File: config.mk
export PLATFORM = sky130hd
export DESIGN_NAME = mv_payload_kernel_select
export DESIGN_NICKNAME = d
export VERILOG_FILES = /design/src/kernel_index_calc.v /design/src/mv_payload_kernel_select.v
export VERILOG_INCLUDE_DIRS = /design/src
export SDC_FILE = /design/constraint.sdc
export NUM_CORES = 2
export LEC_CHECK = 0
export BUFFER_PORTS_ARGS = -buffer_cell sky130_fd_sc_hd__buf_2
export CORE_MARGIN = 2
export CORE_UTILIZATION = 45
export CTS_CLUSTER_DIAMETER = 60
export DETAILED_ROUTE_END_ITERATION = 7
export PLACE_DENSITY = 0.69
export SKIP_LAST_GASP = 1
export SYNTH_ARGS = -nofsm -noshare
export SYNTH_HDL_FRONTEND = slang
export SYNTH_HIERARCHICAL = 1
export SYNTH_SLANG_ARGS = --single-unit
File: constraint.sdc
create_clock -name clk -period 10.6 [get_ports clk]
set_input_delay 3.18 -clock clk [delete_from_list [all_inputs] [get_ports clk]]
set_output_delay 3.18 -clock clk [all_outputs]
set_load 0.1 [all_outputs]
File: src/mv_kernel_regs.vh
// Register map, field layouts, encodings and reset values of the vector packer and kernel select.
`ifndef MV_KERNEL_REGS_VH
`define MV_KERNEL_REGS_VH
`define REG_CTRL        4'h0
`define REG_DESC_BASE   4'h1
`define REG_DESC_SIZE   4'h2
`define REG_STATUS      4'h3
`define REG_MB_COUNT    4'h4
`define REG_REMAP_LO    4'h8
`define REG_REMAP_HI    4'hb
`define CTRL_ENABLE_BIT 0
`define CTRL_RESET      32'h0000_0000
`define DESC_BASE_RESET 32'h0000_0000
`define DESC_SIZE_RESET 32'h0000_0020
`define PS_TOP          2'h1
`define PS_BOTTOM       2'h2
`define PS_FRAME        2'h3
`define MT_FIELD16X8    2'h0
`define MT_FIELD        2'h1
`define MT_FRAME        2'h2
`define MT_DUAL         2'h3
`define PT_I            2'h1
`define PT_P            2'h2
`define PT_B            2'h3
`define FS_FRAME_DUAL   4'h6
`define FS_FIELD_DUAL_T 4'h2
`define FS_FIELD_DUAL_B 4'h1
`endif

File: src/kernel_index_calc.v
// Combinational macroblock index and per-picture validity for the kernel select.
`timescale 1ns/1ps
`include "mv_kernel_regs.vh"
module kernel_index_calc
(
  input  wire [1:0] pictStruct,
  input  wire [1:0] pictType,
  input  wire [1:0] motionType,
  input  wire       motionPresent,
  input  wire       fwdFlag,
  input  wire       bwdFlag,
  input  wire       intraFlag,
  input  wire       fieldDct,
  output reg  [3:0] mbIndex,
  output reg        idxValid
);

  reg [1:0] dirCode;
  reg       frameDst;
  reg       fieldKind;

  // Index rows follow intra, fwd, bwd, bidir, with dual-prime in slot 3.
  always @*
  begin
    frameDst  = (pictStruct == `PS_FRAME);
    // Absent motion type already maps to frame/field by the caller.
    fieldKind = frameDst ? (motionType != `MT_FRAME) : (motionType == `MT_FIELD16X8);
    dirCode   = {bwdFlag, fwdFlag};
    mbIndex   = 4'h0;
    if (intraFlag)
      mbIndex = 4'h0;
    else if (motionType == `MT_DUAL)
      mbIndex = 4'h3;
    else if (!motionPresent || dirCode == 2'h1)
      mbIndex = {3'h0, 1'b1} + {3'h0, fieldKind};
    else if (dirCode == 2'h2)
      mbIndex = 4'h4 + {3'h0, fieldKind};
    else
      mbIndex = 4'h6 + {3'h0, fieldKind};
    if (frameDst && fieldDct)
      mbIndex = mbIndex + 4'h8;
    // Validity per coding type.
    case (pictType)
      `PT_I:   idxValid = (mbIndex[2:0] == 3'h0);
      `PT_P:   idxValid = (mbIndex[2] == 1'b0);
      `PT_B:   idxValid = (mbIndex[2:0] != 3'h3);
      default: idxValid = 1'b0;
    endcase
    if (motionType == `MT_DUAL && pictType != `PT_P)
      idxValid = 1'b0;
  end

endmodule

File: src/mv_payload_kernel_select.v
// Motion vector payload packer and per-macroblock kernel descriptor select.
//
// Chosen here: the register offsets and the Avalon-MM interface to the registers.
`timescale 1ns/1ps
`include "mv_kernel_regs.vh"
// What this block does
// Frame and field prediction kinds all supported.
// Field and 16x8 slots numbered zero to three.
// Derived dual-prime vectors fill payload slots.
// Dual prime accepted only in P pictures.
// One vector per field derived, results averaged.
// Dual prime becomes forward plus backward field.
// Frame dual prime: four vectors, select 6h.
// Field dual prime: two vectors, parity select.
// Forward/backward pair always a combined prediction.
// Slots 00/01 may point to destination.
// Slot 10 forward or destination, 11 backward.
// Missing frame motion type means frame-based.
// Missing field motion type means field-based.
// P macroblock without forward vector uses zero.
// Concealment-only intra vector forms no prediction.
// Command descriptor offset is ignored here.
// Index from structure, motion, DCT, intra, present.
// Structure 11 frame table, else field table.
// Index looks up remap table for offset.
// Pointer is base plus offset times size.
// Per-picture index validity for frame and field destinations.
module mv_payload_kernel_select
(
  input  wire        clk,
  input  wire        srst,
  input  wire [3:0]  avs_address,
  input  wire        avs_read,
  input  wire        avs_write,
  input  wire [31:0] avs_writedata,
  input  wire [3:0]  avs_byteenable,
  output reg  [31:0] avs_readdata,
  output reg         avs_waitrequest,
  input  wire        mbValid,
  output reg         mbReady,
  input  wire [1:0]  pictStruct,
  input  wire [1:0]  pictType,
  input  wire        motionTypePresent,
  input  wire [1:0]  motionType,
  input  wire        motionPresent,
  input  wire        fwdFlag,
  input  wire        bwdFlag,
  input  wire        intraFlag,
  input  wire        fieldDct,
  input  wire        concealVectors,
  input  wire        secondField,
  input  wire [3:0]  fieldSelIn,
  input  wire [31:0] mv00,
  input  wire [31:0] mv01,
  input  wire [31:0] mv10,
  input  wire [31:0] mv11,
  input  wire [31:0] dmv20,
  input  wire [31:0] dmv30,
  input  wire [7:0]  cmdDescOffset,
  output reg         outValid,
  input  wire        outReady,
  output reg  [31:0] pmv00,
  output reg  [31:0] pmv01,
  output reg  [31:0] pmv10,
  output reg  [31:0] pmv11,
  output reg  [3:0]  vertical_field_select_bits,
  output reg  [3:0]  predMask,
  output reg         bidirCombine,
  output reg         concealOnly,
  output reg  [3:0]  refDest,
  output reg         second_p_field_flag,
  output reg  [31:0] descPtr,
  output reg  [3:0]  mbIndexOut,
  output reg         mbError
);

  reg  [31:0] ctrl_ff;
  reg  [31:0] descBase_ff;
  reg  [31:0] descSize_ff;
  reg  [31:0] remap_ff [0:15];
  reg  [31:0] mbCount_ff;
  reg  [7:0]  errCount_ff;
  reg         busDone_ff;
  reg  [1:0]  effMotion;
  reg  [31:0] nxt_v00;
  reg  [31:0] nxt_v01;
  reg  [31:0] nxt_v10;
  reg  [31:0] nxt_v11;
  reg  [3:0]  nxt_fs;
  reg  [3:0]  nxt_mask;
  reg  [3:0]  nxt_dest;
  reg         isDual;
  wire [3:0]  idx;
  wire        idxOk;
  wire        take;
  wire        enable;
  wire [3:0]  remapSel;
  wire [39:0] scaledOff;
  integer     i;

  // Remap entries are packed four bytes per word for a compact map.
  function [1:0] remapWord;
    input [3:0] addr;
    reg   [3:0] diff;
    begin
      diff      = addr - `REG_REMAP_LO;
      remapWord = diff[1:0];
    end
  endfunction

  assign enable   = ctrl_ff[`CTRL_ENABLE_BIT];
  assign take     = mbValid && mbReady;
  assign remapSel = avs_address - `REG_REMAP_LO;
  // Full-width product of an 8-bit offset and the size, cut to the pointer width below.
  assign scaledOff = remap_ff[idx][7:0] * descSize_ff;

  // An absent motion type defaults by destination structure.
  always @*
  begin
    if (motionTypePresent)
      effMotion = motionType;
    else if (pictStruct == `PS_FRAME)
      effMotion = `MT_FRAME;
    else
      effMotion = `MT_FIELD;
  end

  kernel_index_calc u_index
  (
    .pictStruct    (pictStruct),
    .pictType      (pictType),
    .motionType    (effMotion),
    .motionPresent (motionPresent),
    .fwdFlag       (fwdFlag),
    .bwdFlag       (bwdFlag),
    .intraFlag     (intraFlag),
    .fieldDct      (fieldDct),
    .mbIndex       (idx),
    .idxValid      (idxOk)
  );

  // Slot packing and field select; dual prime turns into fwd plus bwd field pairs.
  always @*
  begin
    isDual   = (effMotion == `MT_DUAL) && !intraFlag;
    nxt_v00  = mv00;
    nxt_v01  = mv01;
    nxt_v10  = mv10;
    nxt_v11  = mv11;
    nxt_fs   = fieldSelIn;
    nxt_mask = 4'h0;
    nxt_dest = 4'h0;
    if (intraFlag)
    begin
      nxt_mask = 4'h0;
      nxt_fs   = 4'h0;
    end
    else if (isDual && pictStruct == `PS_FRAME)
    begin
      nxt_v00  = mv00;
      nxt_v10  = mv00;
      nxt_v01  = dmv20;
      nxt_v11  = dmv30;
      nxt_fs   = `FS_FRAME_DUAL;
      nxt_mask = 4'hf;
    end
    else if (isDual)
    begin
      nxt_v00  = mv00;
      nxt_v01  = dmv20;
      nxt_v10  = 32'h0000_0000;
      nxt_v11  = 32'h0000_0000;
      nxt_fs   = (pictStruct == `PS_TOP) ? `FS_FIELD_DUAL_T : `FS_FIELD_DUAL_B;
      nxt_mask = 4'h3;
      // Opposite parity of a second field lives in the destination buffer.
      nxt_dest = {2'h0, secondField, 1'b0};
    end
    else
    begin
      if (!fwdFlag && pictType == `PT_P)
      begin
        nxt_v00 = 32'h0000_0000;
        nxt_v10 = 32'h0000_0000;
      end
      case (effMotion)
        `MT_FRAME: nxt_mask = {2'h0, bwdFlag, fwdFlag | (pictType == `PT_P)};
        default:   nxt_mask = {bwdFlag, fwdFlag | (pictType == `PT_P),
                               bwdFlag, fwdFlag | (pictType == `PT_P)};
      endcase
      if (effMotion == `MT_FRAME)
        nxt_fs = 4'h0;
      // Second P field forward refs may land in the destination.
      nxt_dest = {2'h0, 1'b0, secondField & (pictType == `PT_P)};
      nxt_dest[2] = secondField & (pictType == `PT_P) & (effMotion != `MT_FRAME);
    end
    nxt_dest[3] = 1'b0;
  end

  // Accept one macroblock when enabled and the output slot is free, with one idle cycle after each take.
  always @(posedge clk)
  begin
    if (srst)
    begin
      mbReady <= 1'b0;
      outValid <= 1'b0;
      pmv00 <= 32'h0000_0000;
      pmv01 <= 32'h0000_0000;
      pmv10 <= 32'h0000_0000;
      pmv11 <= 32'h0000_0000;
      vertical_field_select_bits <= 4'h0;
      predMask <= 4'h0;
      bidirCombine <= 1'b0;
      concealOnly <= 1'b0;
      refDest <= 4'h0;
      second_p_field_flag <= 1'b0;
      descPtr <= 32'h0000_0000;
      mbIndexOut <= 4'h0;
      mbError <= 1'b0;
      mbCount_ff <= 32'h0000_0000;
      errCount_ff <= 8'h00;
    end
    else
    begin
      mbReady <= enable && !(outValid && !outReady) && !take;
      if (outValid && outReady)
        outValid <= 1'b0;
      if (take)
      begin
        outValid <= 1'b1;
        pmv00 <= nxt_v00;
        pmv01 <= nxt_v01;
        pmv10 <= nxt_v10;
        pmv11 <= nxt_v11;
        vertical_field_select_bits <= nxt_fs;
        predMask <= nxt_mask;
        bidirCombine <= isDual | (fwdFlag & bwdFlag & !intraFlag);
        concealOnly <= intraFlag & concealVectors;
        refDest <= nxt_dest;
        second_p_field_flag <= secondField & (pictType == `PT_P) & (pictStruct != `PS_FRAME);
        // The command's own offset is never used in this mode.
        descPtr <= descBase_ff + scaledOff[31:0];             // see see
        mbIndexOut <= idx;
        mbError <= !idxOk;                                    // see
        mbCount_ff <= mbCount_ff + 32'h0000_0001;
        if (!idxOk && errCount_ff != 8'hff)
          errCount_ff <= errCount_ff + 8'h01;
      end
    end
  end

  // Avalon slave: one wait cycle, answer on the second edge.
  always @(posedge clk)
  begin
    if (srst)
    begin
      busDone_ff <= 1'b0;
      avs_waitrequest <= 1'b1;
      avs_readdata <= 32'h0000_0000;
      ctrl_ff <= `CTRL_RESET;
      descBase_ff <= `DESC_BASE_RESET;
      descSize_ff <= `DESC_SIZE_RESET;
      for (i = 0; i < 16; i = i + 1)
        remap_ff[i] <= 32'h0000_0000;
    end
    else
    begin
      avs_waitrequest <= 1'b1;
      busDone_ff <= 1'b0;
      if ((avs_read || avs_write) && !busDone_ff && avs_waitrequest)
      begin
        avs_waitrequest <= 1'b0;
        busDone_ff <= 1'b1;
        avs_readdata <= 32'h0000_0000;
        if (avs_write)
        begin
          case (avs_address)
            `REG_CTRL:      ctrl_ff <= {31'h0, avs_writedata[0]};
            `REG_DESC_BASE: descBase_ff <= avs_writedata;
            `REG_DESC_SIZE: descSize_ff <= avs_writedata;
            default:
              if (avs_address >= `REG_REMAP_LO && avs_address <= `REG_REMAP_HI)
              begin
                remap_ff[{remapWord(avs_address), 2'h0}] <= {24'h0, avs_writedata[7:0]};
                remap_ff[{remapWord(avs_address), 2'h1}] <= {24'h0, avs_writedata[15:8]};
                remap_ff[{remapWord(avs_address), 2'h2}] <= {24'h0, avs_writedata[23:16]};
                remap_ff[{remapWord(avs_address), 2'h3}] <= {24'h0, avs_writedata[31:24]};
              end
          endcase
        end
        else
        begin
          case (avs_address)
            `REG_CTRL:      avs_readdata <= ctrl_ff;
            `REG_DESC_BASE: avs_readdata <= descBase_ff;
            `REG_DESC_SIZE: avs_readdata <= descSize_ff;
            `REG_STATUS:    avs_readdata <= {16'h0, errCount_ff, 6'h0, outValid, mbReady};
            `REG_MB_COUNT:  avs_readdata <= mbCount_ff;
            default:
              if (avs_address >= `REG_REMAP_LO && avs_address <= `REG_REMAP_HI)
                avs_readdata <= {remap_ff[{remapSel[1:0], 2'h3}][7:0],
                                 remap_ff[{remapSel[1:0], 2'h2}][7:0],
                                 remap_ff[{remapSel[1:0], 2'h1}][7:0],
                                 remap_ff[{remapSel[1:0], 2'h0}][7:0]};
          endcase
        end
      end
    end
  end

endmodule

* Yosys cells after proc, flatten, opt, wreduce, memory -nomap -nowiden
Memory sizes are Yosys's and may differ from the RTL's.
Cells that the tools add are included.
** Cells by class
- Order comparisons :: 2
- Bitwise logic cells :: 9
- $mul :: 1
- Div/mod/pow operators :: 0
- Shift operators :: 0
- Multiplexer cells :: 63
- Equality and inequality tests :: 18
- Add/subtract/negate cells :: 8
- Reductions and logical operators :: 37
** Operators by type and width (number)
- 32-bit 2-to-1 mux :: 16
- 32-bit case mux with 5 select lines :: 1
- 4-bit 2-to-1 mux :: 17
- 32-bit by 1-bit adder with 32-bit output, second input constant :: 1
- 32-bit adder :: 1
- 8-bit by 32-bit multiplier with 32-bit output :: 1
- 8-bit 2-to-1 mux :: 4
- 8-bit OR reduction :: 4
- 1-bit 2-to-1 mux :: 18
- 1-bit logical AND :: 14
- 2-bit == test, second input constant :: 6
- 3-bit 2-to-1 mux :: 3
- 3-bit AND reduction :: 3
- 3-bit by 1-bit adder with 4-bit output, first input constant :: 2
- 8-bit by 1-bit adder with 8-bit output, second input constant :: 1
- 4-bit by 2-bit == test with 1-bit output, second input constant :: 2
- 1-bit zero test :: 8
- 8-bit inequality test, second input constant :: 1
- 1-bit AND :: 6
- 2-bit by 1-bit == test with 1-bit output, second input constant :: 3
- 2-bit 2-to-1 mux :: 3
- 2-bit inequality test, second input constant :: 3
- 4-bit adder, second input constant :: 1
- 4-bit by 1-bit == test with 1-bit output, second input constant :: 1
- other kinds (16) :: 18
** Word-level totals
- Memories kept :: 1
- Output and inout port bits :: 215
- Bits in writable memories :: 128
- Bits of input ports :: 264
- Memory bits (read-only) :: 0
- Flip-flop bits (word level) :: 320
- Bits in latches :: 0
** Memory list
- remap_ff :: depth 16, width 8, rd ports 5, clocked after Yosys merged registers in 0, write ports 16, RTL line mv_payload_kernel_select.v:80 : reg [31:0] remap_ff [0:15];

* Logic depth before layout (Yosys ltp)
- Depth after elaboration :: 18
- Gate-level depth with buffers :: 35
- Depth with buffers taken out :: 30

* Modules after synthesis
Netlist, hierarchy kept.
** Modules (own cells, without submodules)
- mv_payload_kernel_select :: times used 1, cells an instance 2937, area an instance 27117.3 um^2
- kernel_index_calc :: times used 1, cells an instance 16, area an instance 110.1 um^2

* Least setup slack after synthesis
Ideal clock, no wire load.
- Path kind :: input -> register
- Start point :: input port pictStruct[0]
- End point :: register descPtr[17]
- Library setup time :: 0.128 ns
- Arrival time :: 9.968 ns
- Path slack :: 0.504 ns
- Cell stages on the path :: 30
- Buffers on the path :: 4
- Cells stage by stage :: nand2_1 > nor2_1 > a21oi_1 > a21bo_1 > a221o_1 > o31ai_1 > buf_6 > clkbuf_1 > mux4_2 > nor2b_1 > a211oi_1 > a21oi_1 > clkbuf_1 > and2_1 > fa_1 > fa_1 > fa_1 > inv_1 > fa_1 > inv_1 > ha_1 > clkbuf_1 > a2111o_1 > o21ai_0 > o21ai_0 > a21o_1 > a21o_1 > a21oi_1 > xor2_1 > o31ai_1
** On the way
- Cells in the longest elaborated chain, start to end :: 15
- Elaborated cells on any way between the ends :: 20
- Those cells by class :: 5 x add/sub; 1 x mul; 3 x eq/ne; 8 x mux; 2 x reduce/logical; 1 x memory
** Ends and longest elaborated chain
- start: declaration :: RTL line mv_payload_kernel_select.v:41 : input wire [1:0] pictStruct,
- 2-bit == test (no line) (*)
- 2-bit 2-to-1 mux (*) :: RTL line mv_payload_kernel_select.v:122 : else if (pictStruct == `PS_FRAME)
- 2-bit 2-to-1 mux (*) :: RTL line mv_payload_kernel_select.v:120 : if (motionTypePresent)
- named net effMotion[0] :: RTL line mv_payload_kernel_select.v:84 : reg [1:0] effMotion;
- 2-bit inequality test (no line) / 2-bit zero test (equally long branches)
- 1-bit 2-to-1 mux :: RTL line kernel_index_calc.v:27 : fieldKind = frameDst ? (motionType != `MT_FRAME) : (motionType == `MT_FIELD16X8);
- 3-bit by 1-bit adder with 4-bit output, on equally long branches :: RTL line kernel_index_calc.v:39, kernel_index_calc.v:37
- 4-bit 2-to-1 mux :: RTL line kernel_index_calc.v:36 : else if (dirCode == 2'h2)
- 4-bit 2-to-1 mux :: RTL line kernel_index_calc.v:34 : else if (!motionPresent || dirCode == 2'h1)
- 4-bit 2-to-1 mux (*) :: RTL line kernel_index_calc.v:32 : else if (motionType == `MT_DUAL)
- 4-bit 2-to-1 mux (*) :: RTL line kernel_index_calc.v:30 : if (intraFlag)
- 4-bit adder :: RTL line kernel_index_calc.v:41 : mbIndex = mbIndex + 4'h8;
- 4-bit 2-to-1 mux (*) :: RTL line kernel_index_calc.v:40 : if (frameDst && fieldDct)
- named net idx[0] :: RTL line mv_payload_kernel_select.v:93 : wire [3:0] idx;
- memory 16 x 8 bit (*)
- 8-bit by 32-bit multiplier with 32-bit output (*) :: RTL line mv_payload_kernel_select.v:115 : assign scaledOff = remap_ff[idx][7:0] * descSize_ff;
- 32-bit adder (*) :: RTL line mv_payload_kernel_select.v:241 : descPtr <= descBase_ff + scaledOff[31:0];
- end signal: assignment :: RTL line mv_payload_kernel_select.v:241
- end: declaration :: RTL line mv_payload_kernel_select.v:72 : output reg [31:0] descPtr,
The timed path passes the listed nets; every way through them passes the cells marked *.
A chain may end at the register's enable or synchronous reset.

* Worst setup path after layout
- Start point :: input port pictStruct[0]
- End point :: register descPtr[30]
The elaborated chain is that of the path after synthesis.

==> implementation parameters <==
Parameter                              Value

Outcome
  Run status    finished, final reports clean

Worst setup path
  FF-to-FF setup slack    4.43 ns
  Most common cell on crit path    fa_1
  CP top delay family    adder cells
  Type of the setup path with the least slack    input pin to register
  Biggest cell delay along the critical path    0.55 ns
  Cell with the biggest individual delay on the critical path    mux4_2
  Type of element launching the critical path    input pin
  Reg2reg end    descPtr[30]
  Start of the worst register-to-register path    remap_ff[11][0]
  Number of cells traversed by the worst register-to-register path    20
  Arrival time at the worst endpoint    10.41 ns
  Highest net fanout along the worst path    29
  CP Buf/Inv Count    6
  Required @ worst endpoint    11.08 ns
  Critical path endpoint category    register

GRT
  Via count of the first global-routing pass    21.9k
  Wire length of the first global-routing pass    132,000 um
  Maximum number of pins on one net before global-route repair    184
  GRT overflow    0
  Number of antenna violations at the first check in global routing    6
  Combined global-route utilization of all metal layers    0.273

Floorplanning
  Starting Density    0.453
  Die boundary height    250 um
  Number of placement rows    90
  I/O pin total    479
  Die X-Extent    250 um
  Core region area    60,100 um2
  Full die area    62,500 um2

CTS
  Hold bufs inserted after CTS    0
  Clock tree from TritonCTS    done
  Buffer depth of the longest clock path    3
  Sinks on Clock Net    448
  Clock H-tree levels    2
  Clock buffer count from CTS    51
  CTS clk-pin slew, worst paths    0.06 ns
  Setup Buffers After CTS    0
  Root buffer selected by CTS    clkbuf_16
  Clock latency on the worst-skew pair    0.64 ns
  Post-cts repair resize count    0

Hold path
  Hold-critical path depth    2
  HP Class    register to register
  Worst Hold Launch    pmv00[12]
  WHS Endpoint    pmv00[12]

Timing
  Maximum clock rate    101 MHz
  Final sum of negative setup slack    0 ns
  Portion of the clock cycle consumed by the worst path in the final layout    0.936
  Slew of the pin with the lowest slew margin    1.14 ns
  Post-layout minimum cycle time    9.93 ns
  RSZ-0062 raised after global routing    no
  Max-slew violation count    0
  Worst slew margin relative to its limit    0.242
  Worst clock skew    0.0460 ns
  Final Hold Violating Endpoints    0
  Setup violation total in the final timing report    0

Logic synthesis
  Post-Synthesis Cells    2,953
  Synthesized area    27,200 um2
  Register bit count reported by yosys    448
  Average cell area after synthesis    9.22 um2
  Post-Synthesis Net Count    3,446
  Fraction of the yosys area taken by sequential cells    0.376
  Yosys warning count    6
  Number of enable flip-flop cells after synthesis    128
  Top FF cell, synth    dfxtp_1
  Cell variety after synth    67
  Fraction of registers with async set/reset    0

Place
  Final GP Congestion    0.906
  Detailed placement HPWL    64,500 um
  Post-placement cell count    4,043
  Port buffer count    465

Drt
  First-pass iteration count of the detailed router    8
  Average via count per standard cell    5.57
  Number of vias in the routed layout    23.1k
  Post-DRT Antenna Nets    0
  Wire length after detailed routing    87,200 um
  DRC violation count after routing    0
  First-iteration detailed-routing DRC count    2,717
  Routed wirelength normalized by instance count    21.1 um

Flow run
  Total of max-cap violations    0

Pwr
  Lkg Pwr    14.0 nW
  Cell Pwr Density    130 nW/um2
  Peak ir drop on the vdd network    0.127 mV

Finish
  Layout overhead on the synthesized area    18.4%
  Ratio of cells with drive above 1 in the final layout    0.211
  Nets@finish    3,807
  Final standard cell count with taps included and fillers excluded    4,142
## synthesized netlist by cell type, types with 20 or more instances
library cell    n  share of area
buf_1          26         0.0036
clkbuf_1      189          0.026
a21oi_1       177          0.033
o21ai_0        54         0.0099
a31oi_1        34         0.0078
ha_1           43          0.020
mux4_2         65          0.054
xor2_1         33          0.011
nand3_1       116          0.021
and2_1        209          0.048
edfxtp_1      128           0.14
nand2_1       495          0.068
a22o_1         31          0.010
fa_1          186           0.14
xnor2_1        28         0.0090
nand4_1        21         0.0048
and3_1         74          0.017
a222oi_1       22         0.0081
a311oi_1       64          0.021
nor2_1        161          0.022
dfxtp_1       320           0.24
nor3_1         20         0.0037
inv_1         287          0.040
## through the flow
step / hold slack [ns] / power (mW) / setup slack, ns / util / area [um2]
2_1_floorplan: 0.436 / 2.11 / 0.504 / - / 27200
4_1_cts: 0.447 / 4.21 / 0.657 / 0.536 / 32200
5_1_grt: 0.457 / 4.32 / 0.208 / 0.536 / 32200
3_5_place_dp: 0.440 / 2.31 / 0.0707 / 0.505 / 30400
6_report: 0.449 / 4.19 / 0.674 / 0.536 / 32200
3_3_place_gp: 0.435 / 2.30 / 0.130 / 0.505 / 30400
## registers in the layout (all words and copies together) (netlist names), 3 cells and up
| register | cells |
|---|---|
| pmv01 | 32 |
| avs_readdata | 32 |
| mbCount_ff | 32 |
| pmv11 | 32 |
| vertical_field_select_bits | 4 |
| refDest | 3 |
| descPtr | 32 |
| descSize_ff | 32 |
| mbIndexOut | 4 |
| remap_ff | 128 |
| descBase_ff | 32 |
| pmv10 | 32 |
| predMask | 4 |
| pmv00 | 32 |
| errCount_ff | 8 |
## power breakdown
group | total (mW) | switching, mW | internal [mW]
Clock | 1.92 | 0.792 | 1.12
Sequential | 1.80 | 0.0176 | 1.79
Combinational | 0.472 | 0.303 | 0.169
## layout by cell type, fill, tap and decap left out, types with 10 or more instances in the layout
cell and count:
clkbuf_16 51, dfxtp_1 320, and2_1 208, edfxtp_1 128
nor2b_1 10, a22o_1 31, o21ai_0 52, o22ai_1 10
ha_1 43, nor2_1 156, a311oi_1 64, nand4_1 21
nor3_1 18, fa_1 186, nand2_1 493, a21o_1 19
and3_1 74, a21oi_1 176, xor2_1 33, xnor2_1 28
a222oi_1 22, mux4_2 65, buf_4 62, inv_1 287
buf_2 464, or3_1 11, a31oi_1 34, nand3_1 116
## kinds of logic (layout without fill, tap and decap cells)
logic type	Yosys count	count (layout)	synth area share
buffers and inverters	513	917	0.0719
muxes	79	79	0.0608
xor gates and xnor gates	63	63	0.0213
DFF	448	448	0.376
AOI/OAI and AO/OA	468	468	0.113
adders and majority gates	229	229	0.157
other	1	4	0.000138
and+or+nand+nor	1152	1152	0.200
## layout make-up
cell class | instances | area, um2
multi-input cells | 1992 | 15100
clock buffers | 63 | 1360
repair buffers | 534 | 2940
clock inverters | 33 | 474
flip-flops and latches | 448 | 10200
well taps | 782 | 978
inverters | 287 | 1080
fillers | 5588 | 27900
diodes | 3 | 7.51
## worst reg2reg max path, delay by kind of cell, from the launching register on
family | cells | cell delay, ns
DFF | 1 | 0.42
muxes | 2 | 1.25
adders and majority gates | 5 | 2.19
AOI/OAI and AO/OA | 5 | 1.22
and+or+nand+nor | 4 | 0.49
buffers and inverters | 4 | 0.48
## how the worst max path moves through the flow
stage,start,cells after the start,to
2_1_floorplan,pictStruct[0],30,descPtr[17]
3_3_place_gp,pictStruct[0],31,descPtr[21]
3_5_place_dp,pictStruct[0],31,descPtr[21]
4_1_cts,pictStruct[0],31,descPtr[21]
5_1_grt,pictStruct[0],31,descPtr[31]
6_report,pictStruct[0],30,descPtr[30]
## metal layers
layer | wire length [um] | GRT usage | part of all wire
met1 | 37900 | 0.399 | 0.43
met2 | 38000 | 0.403 | 0.44
met3 | 8750 | 0.0623 | 0.10
met4 | 2480 | 0.0830 | 0.028
met5 | 61 | 0 | 0.00070
Note: power is estimated with default switching activity, not from simulation.
